===== src/logic/smx_map.svh =====
`ifndef SMX_MAP_SVH
`define SMX_MAP_SVH

// ----------------------------------------------------------------------------
// register byte offsets and decode
// ----------------------------------------------------------------------------
`define SMX_OFS_VIDEO_SEL   8'h00
`define SMX_OFS_MEM_SEL     8'h04
`define SMX_OFS_STRAP       8'h08
`define SMX_ADDR_W          8

// ----------------------------------------------------------------------------
// video pin select fields
// ----------------------------------------------------------------------------
`define SMX_VS_C2_LSB       10
`define SMX_VS_C1_LSB       12
`define SMX_VS_C0_LSB       14
`define SMX_VS_SYNC_BIT     16
`define SMX_VS_DEN_BIT      17
`define SMX_VS_FIELD_LSB    18
`define SMX_VS_XCLK_LSB     20
`define SMX_VS_OCLK_BIT     22
`define SMX_VS_RESET        32'h0000_0000

// ----------------------------------------------------------------------------
// memory pin select fields and strap layout
// ----------------------------------------------------------------------------
`define SMX_MS_UPPER_BIT    0
`define SMX_MS_BA0_LSB      2
`define SMX_MS_WIDTH_BIT    4
`define SMX_CFG_UPPER_BIT   0
`define SMX_CFG_BA0_LSB     1
`define SMX_CFG_WIDTH_BIT   3
`define SMX_ST_BOOT_LSB     0
`define SMX_ST_CFG_LSB      4
`define SMX_ST_VALID_BIT    8

// ----------------------------------------------------------------------------
// pin indices of the video pin group
// ----------------------------------------------------------------------------
`define SMX_PIN_C2          0
`define SMX_PIN_C1          1
`define SMX_PIN_C0          2
`define SMX_PIN_HSYNC       3
`define SMX_PIN_VSYNC       4
`define SMX_PIN_DEN         5
`define SMX_PIN_FIELD       6
`define SMX_PIN_XCLK        7
`define SMX_PIN_OCLK        8
`define SMX_NPINS           9

// ----------------------------------------------------------------------------
// strap capture timing and code maps
// ----------------------------------------------------------------------------
`define SMX_STRAP_FILL      2'd3
`define SMX_MAP_DEFAULT     8'hE4

`endif


===== src/logic/smx_pkg.sv =====
package smx_pkg;

  // pin function chosen by a select field
  typedef enum logic [1:0] {
    SMX_FN_VIDEO = 2'b00,
    SMX_FN_GENIO = 2'b01,
    SMX_FN_ALT1  = 2'b10,
    SMX_FN_ALT2  = 2'b11
  } smx_func_t;

  // boot method from the boot strap
  typedef enum logic [1:0] {
    SMX_BOOT_NAND  = 2'b00,
    SMX_BOOT_FLASH = 2'b01,
    SMX_BOOT_MMCSD = 2'b10,
    SMX_BOOT_UART  = 2'b11
  } smx_boot_t;

  // captured strap pair
  typedef struct packed {
    logic [1:0] boot_method_strap;
    logic [3:0] async_mem_config_strap;
  } smx_strap_t;

  // memory interface pin settings
  typedef struct packed {
    logic       data_width_8bit;
    logic [1:0] bank_addr0_pin_select;
    logic       upper_addr_pin_select;
  } smx_mem_sel_t;

endpackage : smx_pkg


===== src/logic/smx_strap_cap.sv =====
`timescale 1ns/1ns
`include "smx_map.svh"
module smx_strap_cap (
  // clock and reset
  input  wire logic              pclk,
  input  wire logic              presetn,
  // strap pins
  input  wire smx_pkg::smx_strap_t strap_pin,
  // captured value
  output logic                   cap_valid_reg,
  output smx_pkg::smx_strap_t    cap_value_reg
);
  import smx_pkg::*;

  typedef enum logic [1:0] {
    SMX_CS_FILL   = 2'b00,
    SMX_CS_SETTLE = 2'b01,
    SMX_CS_DONE   = 2'b10
  } smx_cap_state_t;

  smx_strap_t     sync1_reg, sync2_reg, sync3_reg;
  smx_cap_state_t state_reg, state_next;
  logic [1:0]     fill_reg, fill_next;
  logic           cap_valid_next;
  smx_strap_t     cap_value_next;

  // ------------------------------------------------------------------------
  // three-stage synchroniser for the strap pins
  // ------------------------------------------------------------------------
  always_ff @(posedge pclk or negedge presetn) begin
    if (!presetn) begin
      sync1_reg <= '0;
      sync2_reg <= '0;
      sync3_reg <= '0;
    end else begin
      sync1_reg <= strap_pin;
      sync2_reg <= sync1_reg;
      sync3_reg <= sync2_reg;
    end
  end

  // capture once the chain is filled and the last two stages agree
  always_comb begin
    state_next     = state_reg;
    fill_next      = fill_reg;
    cap_valid_next = cap_valid_reg;
    cap_value_next = cap_value_reg;
    case (state_reg)
      SMX_CS_FILL: begin
        fill_next = fill_reg + 2'd1;
        if (fill_reg == `SMX_STRAP_FILL) begin
          state_next = SMX_CS_SETTLE;
        end
      end
      SMX_CS_SETTLE: begin
        if (sync2_reg == sync3_reg) begin
          cap_value_next = sync3_reg;
          cap_valid_next = 1'b1;
          state_next     = SMX_CS_DONE;
        end
      end
      SMX_CS_DONE: begin
        state_next = SMX_CS_DONE;       // held until the next power-on reset
      end
      default: begin
        state_next = SMX_CS_FILL;
      end
    endcase
  end

  // capture registers
  always_ff @(posedge pclk or negedge presetn) begin
    if (!presetn) begin
      state_reg     <= SMX_CS_FILL;
      fill_reg      <= 2'd0;
      cap_valid_reg <= 1'b0;
      cap_value_reg <= '0;
    end else begin
      state_reg     <= state_next;
      fill_reg      <= fill_next;
      cap_valid_reg <= cap_valid_next;
      cap_value_reg <= cap_value_next;
    end
  end

endmodule : smx_strap_cap


===== src/logic/smx_top.sv =====
`timescale 1ns/1ns
`include "smx_map.svh"
module smx_top #(
  parameter logic [7:0] C2_MAP     = `SMX_MAP_DEFAULT,
  parameter logic [7:0] C1_MAP     = `SMX_MAP_DEFAULT,
  parameter logic [7:0] C0_MAP     = `SMX_MAP_DEFAULT,
  parameter logic [7:0] FIELD_MAP  = `SMX_MAP_DEFAULT,
  parameter logic [7:0] XCLK_MAP   = `SMX_MAP_DEFAULT
) (
  // clock and reset
  input  wire logic                    pclk,
  input  wire logic                    presetn,
  // apb slave
  input  wire logic                    psel,
  input  wire logic                    penable,
  input  wire logic                    pwrite,
  input  wire logic [`SMX_ADDR_W-1:0]  paddr,
  input  wire logic [31:0]             pwdata,
  output logic      [31:0]             prdata,
  output logic                         pready,
  output logic                         pslverr,
  // strap pins
  input  wire smx_pkg::smx_strap_t     strap_pin,
  // captured boot method and memory pin settings
  output smx_pkg::smx_boot_t           boot_method_reg,
  output logic                         strap_valid_reg,
  output smx_pkg::smx_mem_sel_t        mem_sel_reg,
  // video pin pads
  input  wire logic [`SMX_NPINS-1:0]   pin_in,
  output logic      [`SMX_NPINS-1:0]   pin_out_reg,
  output logic      [`SMX_NPINS-1:0]   pin_oe_n_reg,
  // function sources
  input  wire logic [`SMX_NPINS-1:0]   video_encoder_out,
  input  wire logic [`SMX_NPINS-1:0]   general_io_out,
  input  wire logic [`SMX_NPINS-1:0]   general_io_oe_n,
  input  wire logic                    pwm_group2_d,
  input  wire logic                    realtime_output_3,
  input  wire logic                    pwm_group3_a,
  input  wire logic                    pwm_group3_b,
  input  wire logic                    pwm_group3_c,
  input  wire logic                    pwm_group3_d,
  input  wire logic                    video_red2,
  input  wire logic                    video_blue2,
  // inputs seen through the pads
  output logic      [`SMX_NPINS-1:0]   general_io_in_reg,
  output logic                         external_video_clock_reg
);
  import smx_pkg::*;

  // --------------------------------------------------------------------------
  // helpers
  // --------------------------------------------------------------------------

  // code to function through a map; indices past the alternates are general io
  function automatic smx_func_t smx_decode(input logic [1:0] code,
                                           input logic [7:0] map,
                                           input logic [1:0] n_alt);
    logic [1:0] idx;
    idx = map[{code, 1'b0} +: 2];
    case (idx)
      2'd0:    smx_decode = SMX_FN_VIDEO;
      2'd1:    smx_decode = SMX_FN_GENIO;
      2'd2:    smx_decode = (n_alt >= 2'd1) ? SMX_FN_ALT1 : SMX_FN_GENIO;
      default: smx_decode = (n_alt >= 2'd2) ? SMX_FN_ALT2 : SMX_FN_GENIO;
    endcase
  endfunction : smx_decode

  // single select bit: 0 encoder, 1 general I/O
  function automatic smx_func_t smx_bit(input logic sel);
    smx_bit = sel ? SMX_FN_GENIO : SMX_FN_VIDEO;
  endfunction : smx_bit

  // --------------------------------------------------------------------------
  // strap capture
  // --------------------------------------------------------------------------
  logic       cap_valid;
  smx_strap_t cap_value;

  smx_strap_cap u_strap (
    .pclk          (pclk),
    .presetn       (presetn),
    .strap_pin     (strap_pin),
    .cap_valid_reg (cap_valid),
    .cap_value_reg (cap_value)
  );

  // --------------------------------------------------------------------------
  // register state
  // --------------------------------------------------------------------------
  logic [31:0]  video_pin_select_reg, video_pin_select_next;
  smx_mem_sel_t mem_sel_next;
  smx_boot_t    boot_method_next;
  logic         strap_valid_next;
  logic [31:0]  prdata_next;
  logic         pready_next, pslverr_next;
  logic         wr_en, setup, hit;
  logic [31:0]  rd_word;
  logic [31:0]  vs_mask;
  logic         strap_load;

  assign setup      = psel & ~penable;
  assign wr_en      = psel & penable & pready & pwrite;
  assign strap_load = cap_valid & ~strap_valid_reg;

  // writable bits of the video select register
  assign vs_mask = (32'h0000_0003 << `SMX_VS_C2_LSB)
                 | (32'h0000_0003 << `SMX_VS_C1_LSB)
                 | (32'h0000_0003 << `SMX_VS_C0_LSB)
                 | (32'h0000_0001 << `SMX_VS_SYNC_BIT)
                 | (32'h0000_0001 << `SMX_VS_DEN_BIT)
                 | (32'h0000_0003 << `SMX_VS_FIELD_LSB)
                 | (32'h0000_0003 << `SMX_VS_XCLK_LSB)
                 | (32'h0000_0001 << `SMX_VS_OCLK_BIT);

  // read mux for the setup cycle
  always_comb begin
    rd_word = 32'h0000_0000;
    hit     = 1'b1;
    case (paddr)
      `SMX_OFS_VIDEO_SEL: begin
        rd_word = video_pin_select_reg;
      end
      `SMX_OFS_MEM_SEL: begin
        rd_word[`SMX_MS_UPPER_BIT]         = mem_sel_reg.upper_addr_pin_select;
        rd_word[`SMX_MS_BA0_LSB +: 2]      = mem_sel_reg.bank_addr0_pin_select;
        rd_word[`SMX_MS_WIDTH_BIT]         = mem_sel_reg.data_width_8bit;
      end
      `SMX_OFS_STRAP: begin
        rd_word[`SMX_ST_BOOT_LSB +: 2]     = boot_method_reg;
        rd_word[`SMX_ST_CFG_LSB +: 4]      = cap_value.async_mem_config_strap;
        rd_word[`SMX_ST_VALID_BIT]         = strap_valid_reg;
      end
      default: begin
        hit = 1'b0;
      end
    endcase
  end

  // next register values: strap load first, then software writes
  always_comb begin
    video_pin_select_next = video_pin_select_reg;
    mem_sel_next          = mem_sel_reg;
    boot_method_next      = boot_method_reg;
    strap_valid_next      = strap_valid_reg | cap_valid;
    pready_next           = setup;                 // one wait-free answer
    pslverr_next          = setup & ~hit;
    prdata_next           = (setup & ~pwrite) ? rd_word : 32'h0000_0000;
    if (strap_load) begin
      boot_method_next = smx_boot_t'(cap_value.boot_method_strap);
      mem_sel_next.upper_addr_pin_select =
        cap_value.async_mem_config_strap[`SMX_CFG_UPPER_BIT];
      mem_sel_next.bank_addr0_pin_select =
        cap_value.async_mem_config_strap[`SMX_CFG_BA0_LSB +: 2];
      mem_sel_next.data_width_8bit =
        cap_value.async_mem_config_strap[`SMX_CFG_WIDTH_BIT];
    end
    if (wr_en && paddr == `SMX_OFS_VIDEO_SEL) begin
      video_pin_select_next = pwdata & vs_mask;
    end
    if (wr_en && paddr == `SMX_OFS_MEM_SEL) begin
      mem_sel_next.upper_addr_pin_select = pwdata[`SMX_MS_UPPER_BIT];
      mem_sel_next.bank_addr0_pin_select = pwdata[`SMX_MS_BA0_LSB +: 2];
      mem_sel_next.data_width_8bit       = pwdata[`SMX_MS_WIDTH_BIT];
    end
  end

  // register bank and bus answer
  always_ff @(posedge pclk or negedge presetn) begin
    if (!presetn) begin
      video_pin_select_reg <= `SMX_VS_RESET;
      mem_sel_reg          <= '0;
      boot_method_reg      <= SMX_BOOT_NAND;
      strap_valid_reg      <= 1'b0;
      prdata               <= 32'h0000_0000;
      pready               <= 1'b0;
      pslverr              <= 1'b0;
    end else begin
      video_pin_select_reg <= video_pin_select_next;
      mem_sel_reg          <= mem_sel_next;
      boot_method_reg      <= boot_method_next;
      strap_valid_reg      <= strap_valid_next;
      prdata               <= prdata_next;
      pready               <= pready_next;
      pslverr              <= pslverr_next;
    end
  end

  // --------------------------------------------------------------------------
  // pin function decode
  // --------------------------------------------------------------------------
  smx_func_t func [`SMX_NPINS];

  always_comb begin
    func[`SMX_PIN_C2]     = smx_decode(video_pin_select_reg[`SMX_VS_C2_LSB +: 2], C2_MAP, 2'd2);
    func[`SMX_PIN_C1]     = smx_decode(video_pin_select_reg[`SMX_VS_C1_LSB +: 2], C1_MAP, 2'd1);
    func[`SMX_PIN_C0]     = smx_decode(video_pin_select_reg[`SMX_VS_C0_LSB +: 2], C0_MAP, 2'd1);
    func[`SMX_PIN_HSYNC]  = smx_bit(video_pin_select_reg[`SMX_VS_SYNC_BIT]);
    func[`SMX_PIN_VSYNC]  = smx_bit(video_pin_select_reg[`SMX_VS_SYNC_BIT]);
    func[`SMX_PIN_DEN]    = smx_bit(video_pin_select_reg[`SMX_VS_DEN_BIT]);
    func[`SMX_PIN_FIELD]  = smx_decode(video_pin_select_reg[`SMX_VS_FIELD_LSB +: 2], FIELD_MAP, 2'd2);
    func[`SMX_PIN_XCLK]   = smx_decode(video_pin_select_reg[`SMX_VS_XCLK_LSB +: 2], XCLK_MAP, 2'd2);
    func[`SMX_PIN_OCLK]   = smx_bit(video_pin_select_reg[`SMX_VS_OCLK_BIT]);
  end

  // --------------------------------------------------------------------------
  // pad drive
  // --------------------------------------------------------------------------
  logic [`SMX_NPINS-1:0] alt1_src, alt2_src;
  logic [`SMX_NPINS-1:0] pin_out_next, pin_oe_n_next;

  // alternate sources per pin, zero where a pin has none
  always_comb begin
    alt1_src = '0;
    alt2_src = '0;
    alt1_src[`SMX_PIN_C2]     = pwm_group2_d;
    alt2_src[`SMX_PIN_C2]     = realtime_output_3;
    alt1_src[`SMX_PIN_C1]     = pwm_group3_a;
    alt1_src[`SMX_PIN_C0]     = pwm_group3_b;
    alt1_src[`SMX_PIN_FIELD]  = video_red2;
    alt2_src[`SMX_PIN_FIELD]  = pwm_group3_c;
    alt1_src[`SMX_PIN_XCLK]   = video_blue2;
    alt2_src[`SMX_PIN_XCLK]   = pwm_group3_d;
  end

  // chosen source onto each pad; the external clock pin is an input in video mode
  always_comb begin
    for (int i = 0; i < `SMX_NPINS; i++) begin
      case (func[i])
        SMX_FN_VIDEO: begin
          pin_out_next[i]  = video_encoder_out[i];
          pin_oe_n_next[i] = (i == `SMX_PIN_XCLK);
        end
        SMX_FN_GENIO: begin
          pin_out_next[i]  = general_io_out[i];
          pin_oe_n_next[i] = general_io_oe_n[i];
        end
        SMX_FN_ALT1: begin
          pin_out_next[i]  = alt1_src[i];
          pin_oe_n_next[i] = 1'b0;
        end
        default: begin
          pin_out_next[i]  = alt2_src[i];
          pin_oe_n_next[i] = 1'b0;
        end
      endcase
    end
  end

  // --------------------------------------------------------------------------
  // pad input synchroniser: a change counts when stages two and three agree
  // --------------------------------------------------------------------------
  logic [`SMX_NPINS-1:0] in_s1_reg, in_s2_reg, in_s3_reg, in_stable_reg, in_stable_next;
  logic [`SMX_NPINS-1:0] genio_mask, general_io_in_next;
  logic                  ext_clk_next;

  always_comb begin
    for (int i = 0; i < `SMX_NPINS; i++) begin
      in_stable_next[i] = (in_s2_reg[i] == in_s3_reg[i]) ? in_s3_reg[i] : in_stable_reg[i];
      genio_mask[i]     = (func[i] == SMX_FN_GENIO);
    end
    general_io_in_next = in_stable_reg & genio_mask;
    ext_clk_next       = (func[`SMX_PIN_XCLK] == SMX_FN_VIDEO) & in_stable_reg[`SMX_PIN_XCLK];
  end

  // pad registers
  always_ff @(posedge pclk or negedge presetn) begin
    if (!presetn) begin
      in_s1_reg                <= '0;
      in_s2_reg                <= '0;
      in_s3_reg                <= '0;
      in_stable_reg            <= '0;
      general_io_in_reg        <= '0;
      external_video_clock_reg <= 1'b0;
      pin_out_reg              <= '0;
      pin_oe_n_reg             <= '1;  // pads released during reset
    end else begin
      in_s1_reg                <= pin_in;
      in_s2_reg                <= in_s1_reg;
      in_s3_reg                <= in_s2_reg;
      in_stable_reg            <= in_stable_next;
      general_io_in_reg        <= general_io_in_next;
      external_video_clock_reg <= ext_clk_next;
      pin_out_reg              <= pin_out_next;
      pin_oe_n_reg             <= pin_oe_n_next;
    end
  end

endmodule : smx_top


===== config.mk =====
export PLATFORM = sky130hd
export DESIGN_NAME = smx_top
export DESIGN_NICKNAME = d
export VERILOG_FILES = /design/src/logic/smx_pkg.sv /design/src/logic/smx_strap_cap.sv /design/src/logic/smx_top.sv
export VERILOG_INCLUDE_DIRS = /design/src /design/src/logic
export SDC_FILE = /design/constraint.sdc
export NUM_CORES = 1
export LEC_CHECK = 0
export ABC_AREA = 1
export BUFFER_PORTS_ARGS = -buffer_cell sky130_fd_sc_hd__buf_4
export CORE_MARGIN = 1
export CORE_UTILIZATION = 40
export DETAILED_ROUTE_END_ITERATION = 6
export PLACE_DENSITY_LB_ADDON = 0.05
export SLEW_MARGIN = 20
export SYNTH_ARGS = -nofsm -noshare
export SYNTH_HDL_FRONTEND = slang
export SYNTH_SLANG_ARGS = --single-unit

===== constraint.sdc =====
create_clock -name pclk -period 2.14 [get_ports pclk]
set_input_delay 0 -clock pclk [delete_from_list [all_inputs] [get_ports pclk]]
set_output_delay 0 -clock pclk [all_outputs]
set_load 0.005 [all_outputs]

==> flow_summary.ini, run 1 <==
[sta]
min_period_ps = 1440
rsz0062_at_grt = false
tightestPinTransition_ps = 894
setup_tns_ps = 0
timing.slew.headroom_pct = 40.3
slew_violations = 0
setup_viol = 0
skew_ps = 4.67
holdWs_ps = 46.6
period_share_pct = 67.4
fmax_mhz = 693
hold_viol = 0

[power_and_ir_drop]
p_sw_share_pct = 22.3
intPower_uw = 5150
clockPowerShare_pct = 45.4
p_leak_uw = 0.00380
powerDensity_nw_per_um2 = 905
power_frac_seq_pct = 43.9
comb_power_share_pct = 10.7
switchingPower_uw = 1480
max-vdd-ir-drop_uv = 514

[die]
core_sq_um = 12000
die_height_um = 113
ios = 164
chipWidth_um = 113
die_area_sq_um = 12700
rows = 40
initial_core_util_pct = 41.0

[finish]
largest_register_ffs = 22
final_common_cell = buf_4
instances_no_fill = 802
fillers = 975
nNetsFinal = 741
syn_to_final_growth_pct = 49.5
layout_common_cells = buf_4 (139), dfrtp_1 (128), nand2_1 (76)
layout-drive-gt1-share_pct = 31.6
diodes = 0

[yosys]
syn_inst = 425
ys_types = 29
synth_area_sq_um = 4900
synth-edff-count = 0
ys_warn_count = 0
synth_top_cell_area_share_pct = 65.4
synth_flop_cell = dfrtp_1
synthArstFlopShare_pct = 100
synth_area_leaders = dfrtp_1 (65%), nand2_1 (5.8%), dfstp_2 (4.8%), inv_1 (4.4%), nand3_1 (3.0%)
yosys.area.top_type = dfrtp_1
synth_seq_cells = 137
avgSynthCellArea_sq_um = 11.5
yosysSeqAreaShare_pct = 70.2

[clocking]
postCtsSetupBuffers = 0
insertion_delay_ps = 420
cts.clk_slew.worst_paths_ps = 50
root_buffer = clkbuf_16
clk_path_buf_depth = 2
cts.sink_count = 137
cts_tree = yes
cts_made_buffers = 17
cts_max_level = 4

[detailed_routing]
drtIter0Drc = 132
drt-vias-per-instance = 4.43
vias = 3555
ant_nets = 0
wl_per_cell_um = 12.8
dr.pass1.iters = 4
drc = 0
wl_um = 10200

[placed_design]
dp_cells = 707
routabilityCongestion = 0.817
port_buffers = 138
place_hpwl_um = 6790

[global_route]
grt_pass1_vias = 3557
antenna_found_initial = 0
grt_util_all_layers_pct = 17.6
grt_max_degree = 54
grt_overflow = 0
grt_pass1_wl_um = 16900

[setup_path]
crit_end = prdata[22]
required_ps = 2440
arrival_ps = 1750
r2r-start = video_pin_select_reg[16]
endpoint_kind = flop
cp_max_fo = 22
cp-start-kind = input port
startpoint = penable
worstSetupPathType = in2reg
r2r_end = pin_out_reg[3]
r2r_slack_ps = 720
reg2reg_depth = 4

[status]
outcome = complete, no violations

[min_path]
hp-start = paddr[0]
min_path_type = in2reg

[flow_run]
maxCapViolCount = 0
[worst min-delay path by stage]
| stage | endpoint | slack (ps) | cells after the start |
|---|---|---|---|
| floorplan | boot_method_reg[0] | -300 | 0 |
| global placement | general_io_in_reg[5] | -170 | 1 |
| detailed placement | general_io_in_reg[5] | -170 | 1 |
| CTS | prdata[0] | 20 | 5 |
| global route | prdata[4] | 50 | 5 |
| finish | prdata[0] | 50 | 5 |
[synth_stat cells, types with 2 or more instances]
cell / n
nand4_1: 5
nor3_1: 14
a21oi_1: 2
nand2_2: 2
nand3_1: 29
o21ai_0: 10
nor3b_1: 6
buf_6: 3
maj3_1: 9
nand2_1: 76
dfstp_2: 9
ha_1: 4
inv_1: 57
nor2_1: 34
buf_4: 10
inv_2: 3
a21oi_2: 13
dfrtp_1: 128
[metrics by stage]
step                utilization [%]  area (sq um)  total power, uW  worst slack [ps]
finish                         61.2          7320             6630               697
global route                   61.2          7320             6960               487
CTS                            61.2          7320             6720               723
detailed placement             50.8          6080             3580               756
global placement               50.8          6080             3540               791
floorplan                         -          4930             3240              1030
[cell families (layout without fill, tap and decap cells)]
group | count (synthesis) | count (layout) | share of synthesized area (%)
and+or+nand+nor | 172 | 172 | 15.9
DFF | 137 | 137 | 70.2
buffers and inverters | 75 | 296 | 6.99
AOI/OAI and AO/OA | 25 | 25 | 3.55
adders and majority gates | 13 | 13 | 2.86
other | 1 | 10 | 0.0765
xor gates and xnor gates | 1 | 1 | 0.179
muxes | 1 | 1 | 0.230
[layout make-up]
cell class	instances	area (sq um)	share of cell area [%]
flip-flops and latches	137	3440	47.0
repair buffers	204	1710	23.3
multi-input cells	222	1150	15.7
clock buffers	18	439	6.00
inverters	60	225	3.07
well taps	147	184	2.51
clock inverters	14	179	2.44
[power by group through the flow]
stage / Clock (uW) / Combinational, uW / Sequential (uW)
2_1_floorplan: 0 / 309 / 2930
3_3_place_gp: 0 / 595 / 2940
3_5_place_dp: 0 / 626 / 2950
4_1_cts: 3090 / 722 / 2910
5_1_grt: 3200 / 815 / 2940
6_report: 3010 / 709 / 2910
[what timing repair did]
action | CTS | global route
hold buffers | 63 | 0
resized for setup | 0 | 0
endpoints found under the hold margin | 185 | 0
[routing by layer]
layer	vias up	share of wire (%)	track usage (%)
met5	-	0	0
met2	103	49	27.9
li1	1757	-	-
met1	1680	45	22.4
met3	15	4.7	4.82
met4	0	1.9	8.80
[worst max-delay path, stage by stage]
cell and delay (ps):
dlygate4sd3_1 540, buf_4 140, nor2_1 130, nand2_1 530, nor3_1 420
Note: power is estimated with default switching activity, not from simulation.
==> inputs of run 2 (changes only) <==
ABC_AREA = 0   (was 1)
clock period = 1.28 ns   (was 2.14 ns; I/O delays follow)
==> flow_summary.ini, run 2 <==
[setup_path]
cp-start-kind = flop
arrival_ps = 1880
required_ps = 1570
endpoint_kind = flop
worstSetupPathType = reg2reg
cp_max_fo = 13

[global_route]
grt_max_degree = 52
grt_util_all_layers_pct = 18.1
grt_pass1_wl_um = 17100
grt_pass1_vias = 3517
antenna_found_initial = 0
grt_overflow = 0

[die]
ios = 164
initial_core_util_pct = 41.5
die_height_um = 112
chipWidth_um = 112
core_sq_um = 11600
die_area_sq_um = 12400
rows = 39

[sta]
min_period_ps = 1580
fin_ws_ps = -303
hold_viol = 0
skew_ps = 7.30
rsz0062_at_grt = true
period_share_pct = 124
setup_tns_ps = -5570
setup_viol = 22
holdWs_ps = 35.6
slew_violations = 0
fmax_mhz = 632

[finish]
nNetsFinal = 660
instances_no_fill = 717
layout_common_cells = buf_4 (165), dfrtp_1 (127), dlygate4sd3_1 (73)
layout-drive-gt1-share_pct = 44.8
syn_to_final_growth_pct = 62.1
fillers = 827
design_area_sq_um = 7780
final_common_cell = buf_4
diodes = 0
largest_register_ffs = 22
postLayoutCoreUtil_pct = 67.3

[detailed_routing]
ant_nets = 0
vias = 3219
dr.pass1.iters = 6
drt-vias-per-instance = 4.49
drtIter0Drc = 152
wl_um = 10100
wl_per_cell_um = 14.1
drc = 11

[flow_run]
maxCapViolCount = 0

[power_and_ir_drop]
powerDensity_nw_per_um2 = 1560
max-vdd-ir-drop_uv = 1180
p_leak_uw = 0.00384

[clocking]
cts.clk_slew.worst_paths_ps = 50
cts_made_buffers = 17
cts_max_level = 4
clk_path_buf_depth = 2
root_buffer = clkbuf_16
cts.sink_count = 137
cts_tree = yes
insertion_delay_ps = 410

[yosys]
ys_top_cells_by_count = dfrtp_1 (128), and2_1 (30), mux2_2 (16), buf_4 (10), mux2_4 (10)
ys_types = 38
avgSynthCellArea_sq_um = 15.8
yosysSeqAreaShare_pct = 71.7
synth_area_leaders = dfrtp_1 (67%), dfstp_2 (4.9%), and2_1 (3.9%), mux2_2 (3.8%), mux2_4 (3.1%)
ys_warn_count = 0
yosysMostFrequentCell = dfrtp_1
syn_inst = 303
synth_flop_cell = dfrtp_1
yosys.area.top_type = dfrtp_1
synth_seq_cells = 137
synthArstFlopShare_pct = 100
synth_area_sq_um = 4800
synth_top_cell_area_share_pct = 66.7
synth-edff-count = 0

[placed_design]
routabilityCongestion = 0.814
dp_cells = 608
port_buffers = 138
place_hpwl_um = 6590
place_area_sq_um = 6270

[min_path]
min_path_type = in2reg

[status]
violations = design-rule violations, negative setup slack
outcome = finished with violations
## run 2: cell types whose count changed in the layout (fill, tap and decap cells not counted), sizes merged, moves of 8 or more
cell | previous run | this run
nand3 | 29 | 1
nor2 | 35 | 9
nand2 | 79 | 6
mux2i | 0 | 8
and2 | 0 | 30
o21ai | 10 | 2
buf | 141 | 171
dlygate4sd3 | 63 | 73
inv | 60 | 5
mux2 | 1 | 26
nor3 | 16 | 0
a21oi | 15 | 7
## run 2: cell families after synthesis
family	synth area share, %
AND/OR/NAND/NOR	9.80
buffers and inverters	2.45
flip-flops	71.7
XOR/XNOR	1.28
multiplexers	9.96
AO/OA/AOI/OAI	1.85
other	0.0781
adder cells (fa/ha/maj)	2.92
## run 2: path summary, 6_finish.rpt
path,startpoint,endpoint,slack (ps),depth (start not counted)
max,pready,video_pin_select_reg[13],-300,4
min,paddr[2],pslverr,40,4
max reg2reg,pready,video_pin_select_reg[13],-300,4
min reg2reg,u_strap.sync1_reg[4],u_strap.sync2_reg[4],340,0
max in group asynchronous,presetn,u_strap.cap_value_reg[3],510,3
min in group asynchronous,presetn,prdata[1],150,3
## run 2: routing by layer
| metal | GRT usage [%] | vias up | wire length (um) |
|---|---|---|---|
| met2 | 29.6 | 115 | 4940 |
| li1 | - | 1525 | - |
| met5 | 0 | - | 0 |
| met4 | 6.49 | 0 | 150 |
| met1 | 22.0 | 1566 | 4340 |
| met3 | 6.70 | 13 | 702 |
## run 2: stage by stage
step / setup WS, ps / total power [uW]
final: -303 / 12200
after global routing: -346 / 12700
after CTS: -303 / 12300
after detailed placement: -374 / 6340
after global placement: -367 / 6290
after floorplan: -364 / 5580
## run 2: timing repair
action | in CTS | in global routing
cloned | 0 | 1
endpoints found under the setup margin | 22 | 41
pin swaps | 4 | 2
hold buffers | 73 | 0
hold endpoints to repair | 190 | 0
gates resized for setup | 8 | 9
buffers inserted | 2 | 1
## run 2: layout make-up
cell class | count | area [sq um] | area share, %
Inverter | 5 | 18.8 | 0.241
Tap cell | 143 | 179 | 2.30
Sequential cell | 137 | 3440 | 44.2
Clock inverter | 12 | 245 | 3.15
Timing Repair Buffer | 244 | 2070 | 26.6
Clock buffer | 20 | 447 | 5.74
Multi-Input combinational cell | 156 | 1380 | 17.7
## run 2: where the power goes
part,internal [uW],leakage (uW),switching [uW]
logic,1020,0.00180,592
clock network,3900,0.000334,1750
registers,4680,0.00171,238
## run 2: worst max-delay path, stage by stage (launching register included)
cell and delay (ps):
dfrtp_1 340, and4_1 180, or4b_4 480, buf_12 170
mux2_4 290
==> inputs of run 3 (changes only) <==
RECOVER_POWER = 100   (was default)
==> flow_summary.ini, run 3 (synthesis results as in run 2) <==
[sta]
skew_ps = 6.38
timing.slew.headroom_pct = 42.3
period_share_pct = 123
min_period_ps = 1580
tightestPinTransition_ps = 866
fmax_mhz = 634
rsz0062_at_grt = true
holdWs_ps = 34.3
setup_viol = 29
hold_viol = 0
fin_ws_ps = -297
slew_violations = 0

[finish]
nNetsFinal = 660
final_common_cell = dfrtp_1
largest_register_ffs = 22
layout_common_cells = dfrtp_1 (128), buf_4 (80), dlygate4sd3_1 (73)
fillers = 865
layout-drive-gt1-share_pct = 41.1
multi_input_area_sq_um = 1360
diodes = 0
syn_to_final_growth_pct = 59.2
final-seq-area_sq_um = 3440
design_area_sq_um = 7640
instances_no_fill = 717

[detailed_routing]
wl_um = 9990
drtIter0Drc = 131
drc = 11
wl_per_cell_um = 13.9
dr.pass1.iters = 7
vias = 3203
drt-vias-per-instance = 4.47
ant_nets = 0

[die]
core_sq_um = 11600
die_height_um = 112
initial_core_util_pct = 41.5
chipWidth_um = 112
rows = 39
die_area_sq_um = 12400
ios = 164

[setup_path]
crit_chain = and4_1, or4b_4, buf_12, mux2_4
r2r_end = video_pin_select_reg[13]
reg2reg_depth = 4
cp-start-kind = flop
r2r-start = pready
cp_slowest_stage_delay_ps = 480
arrival_ps = 1870
worstSetupPathType = reg2reg
r2r_slack_ps = -300
required_ps = 1570
endpoint_kind = flop
cp_max_fo = 13
slowest_stage = or4b_4

[clocking]
insertion_delay_ps = 410
cts.clk_slew.worst_paths_ps = 50
clk_path_buf_depth = 2
cts_made_buffers = 17
cts.sink_count = 137
root_buffer = clkbuf_16
cts_max_level = 4
cts_tree = yes

[flow_run]
maxCapViolCount = 0

[placed_design]
port_buffers = 138
routabilityCongestion = 0.814
place_area_sq_um = 6270
pre_cts_ws_ps = -374
place_hpwl_um = 6590
dp_cells = 608

[global_route]
grt_overflow = 0
grt_util_all_layers_pct = 18.1
grt_pass1_vias = 3517
antenna_found_initial = 0
grt_max_degree = 52
grt_pass1_wl_um = 17100

[power_and_ir_drop]
max-vdd-ir-drop_uv = 1180
p_leak_uw = 0.00371
powerDensity_nw_per_um2 = 1590

[status]
outcome = finished with violations
violations = design-rule violations, negative setup slack

[min_path]
hp-start = paddr[2]
min_path_type = in2reg
hold-path-endpoint = pslverr
hold_depth = 4
-- run 3: cell types whose count changed in the layout (fill, tap and decap cells not counted), moves of 2 or more --
cell	delta
buf_4	-85
clkbuf_4	+68
clkbuf_1	+19
and2_0	+8
and2_1	-8
buf_12	-3
buf_2	+2
buf_6	-2
-- run 3: worst max path at each step --
stage                                    start                        to  depth (start not counted)
final                                   pready  video_pin_select_reg[13]                          4
after global routing      u_strap.sync2_reg[1]  u_strap.cap_value_reg[0]                          5
after CTS                               pready  video_pin_select_reg[20]                          4
after detailed placement              paddr[5]  video_pin_select_reg[16]                          6
after global placement                paddr[5]  video_pin_select_reg[15]                          6
after floorplan                         pready  video_pin_select_reg[13]                          5
-- run 3: area by class of cell --
| class | count | share of cell area, % |
|---|---|---|
| Sequential cell | 137 | 45.0 |
| Clock buffer | 20 | 5.85 |
| Multi-Input combinational cell | 156 | 17.8 |
| Timing Repair Buffer | 244 | 25.5 |
| Tap cell | 143 | 2.34 |
| Inverter | 5 | 0.246 |
| Clock inverter | 12 | 3.21 |
-- run 3: repair_timing --
item,4_1_cts,5_1_grt
setup endpoints to repair,22,41
pin swaps,4,2
hold buffers,73,0
endpoints found under the hold margin,190,0
resized for setup,8,9
gates cloned,0,1
setup buffers,2,1
-- run 3: metal layers --
layer,GRT usage (%),vias up,part of all wire [%]
li1,-,1524,-
met3,6.70,11,6.2
met4,6.49,0,1.3
met2,29.6,109,49
met1,22.0,1559,43
met5,0,-,0
-- run 3: critical path: cells and delay by family, from the launching register on --
family,cells,cell delay (ps)
buffers and inverters,1,170
flip-flops,1,330
AND/OR/NAND/NOR,2,660
multiplexers,1,290
-- run 3: report_power, final --
| part | leakage (uW) | switching, uW | internal (uW) |
|---|---|---|---|
| sequential | 0.00171 | 233 | 4680 |
| clock | 0.000334 | 1740 | 3900 |
| combinational | 0.00167 | 584 | 984 |
-- run 3: through the flow --
stage / util (%) / TNS [ps] / total power (uW)
floorplan: - / -5370 / 5580
global placement: 54.2 / -6480 / 6290
detailed placement: 54.2 / -6650 / 6340
CTS: 67.0 / -5780 / 12300
global route: 66.1 / -9520 / 12700
finish: 66.1 / -5580 / 12100
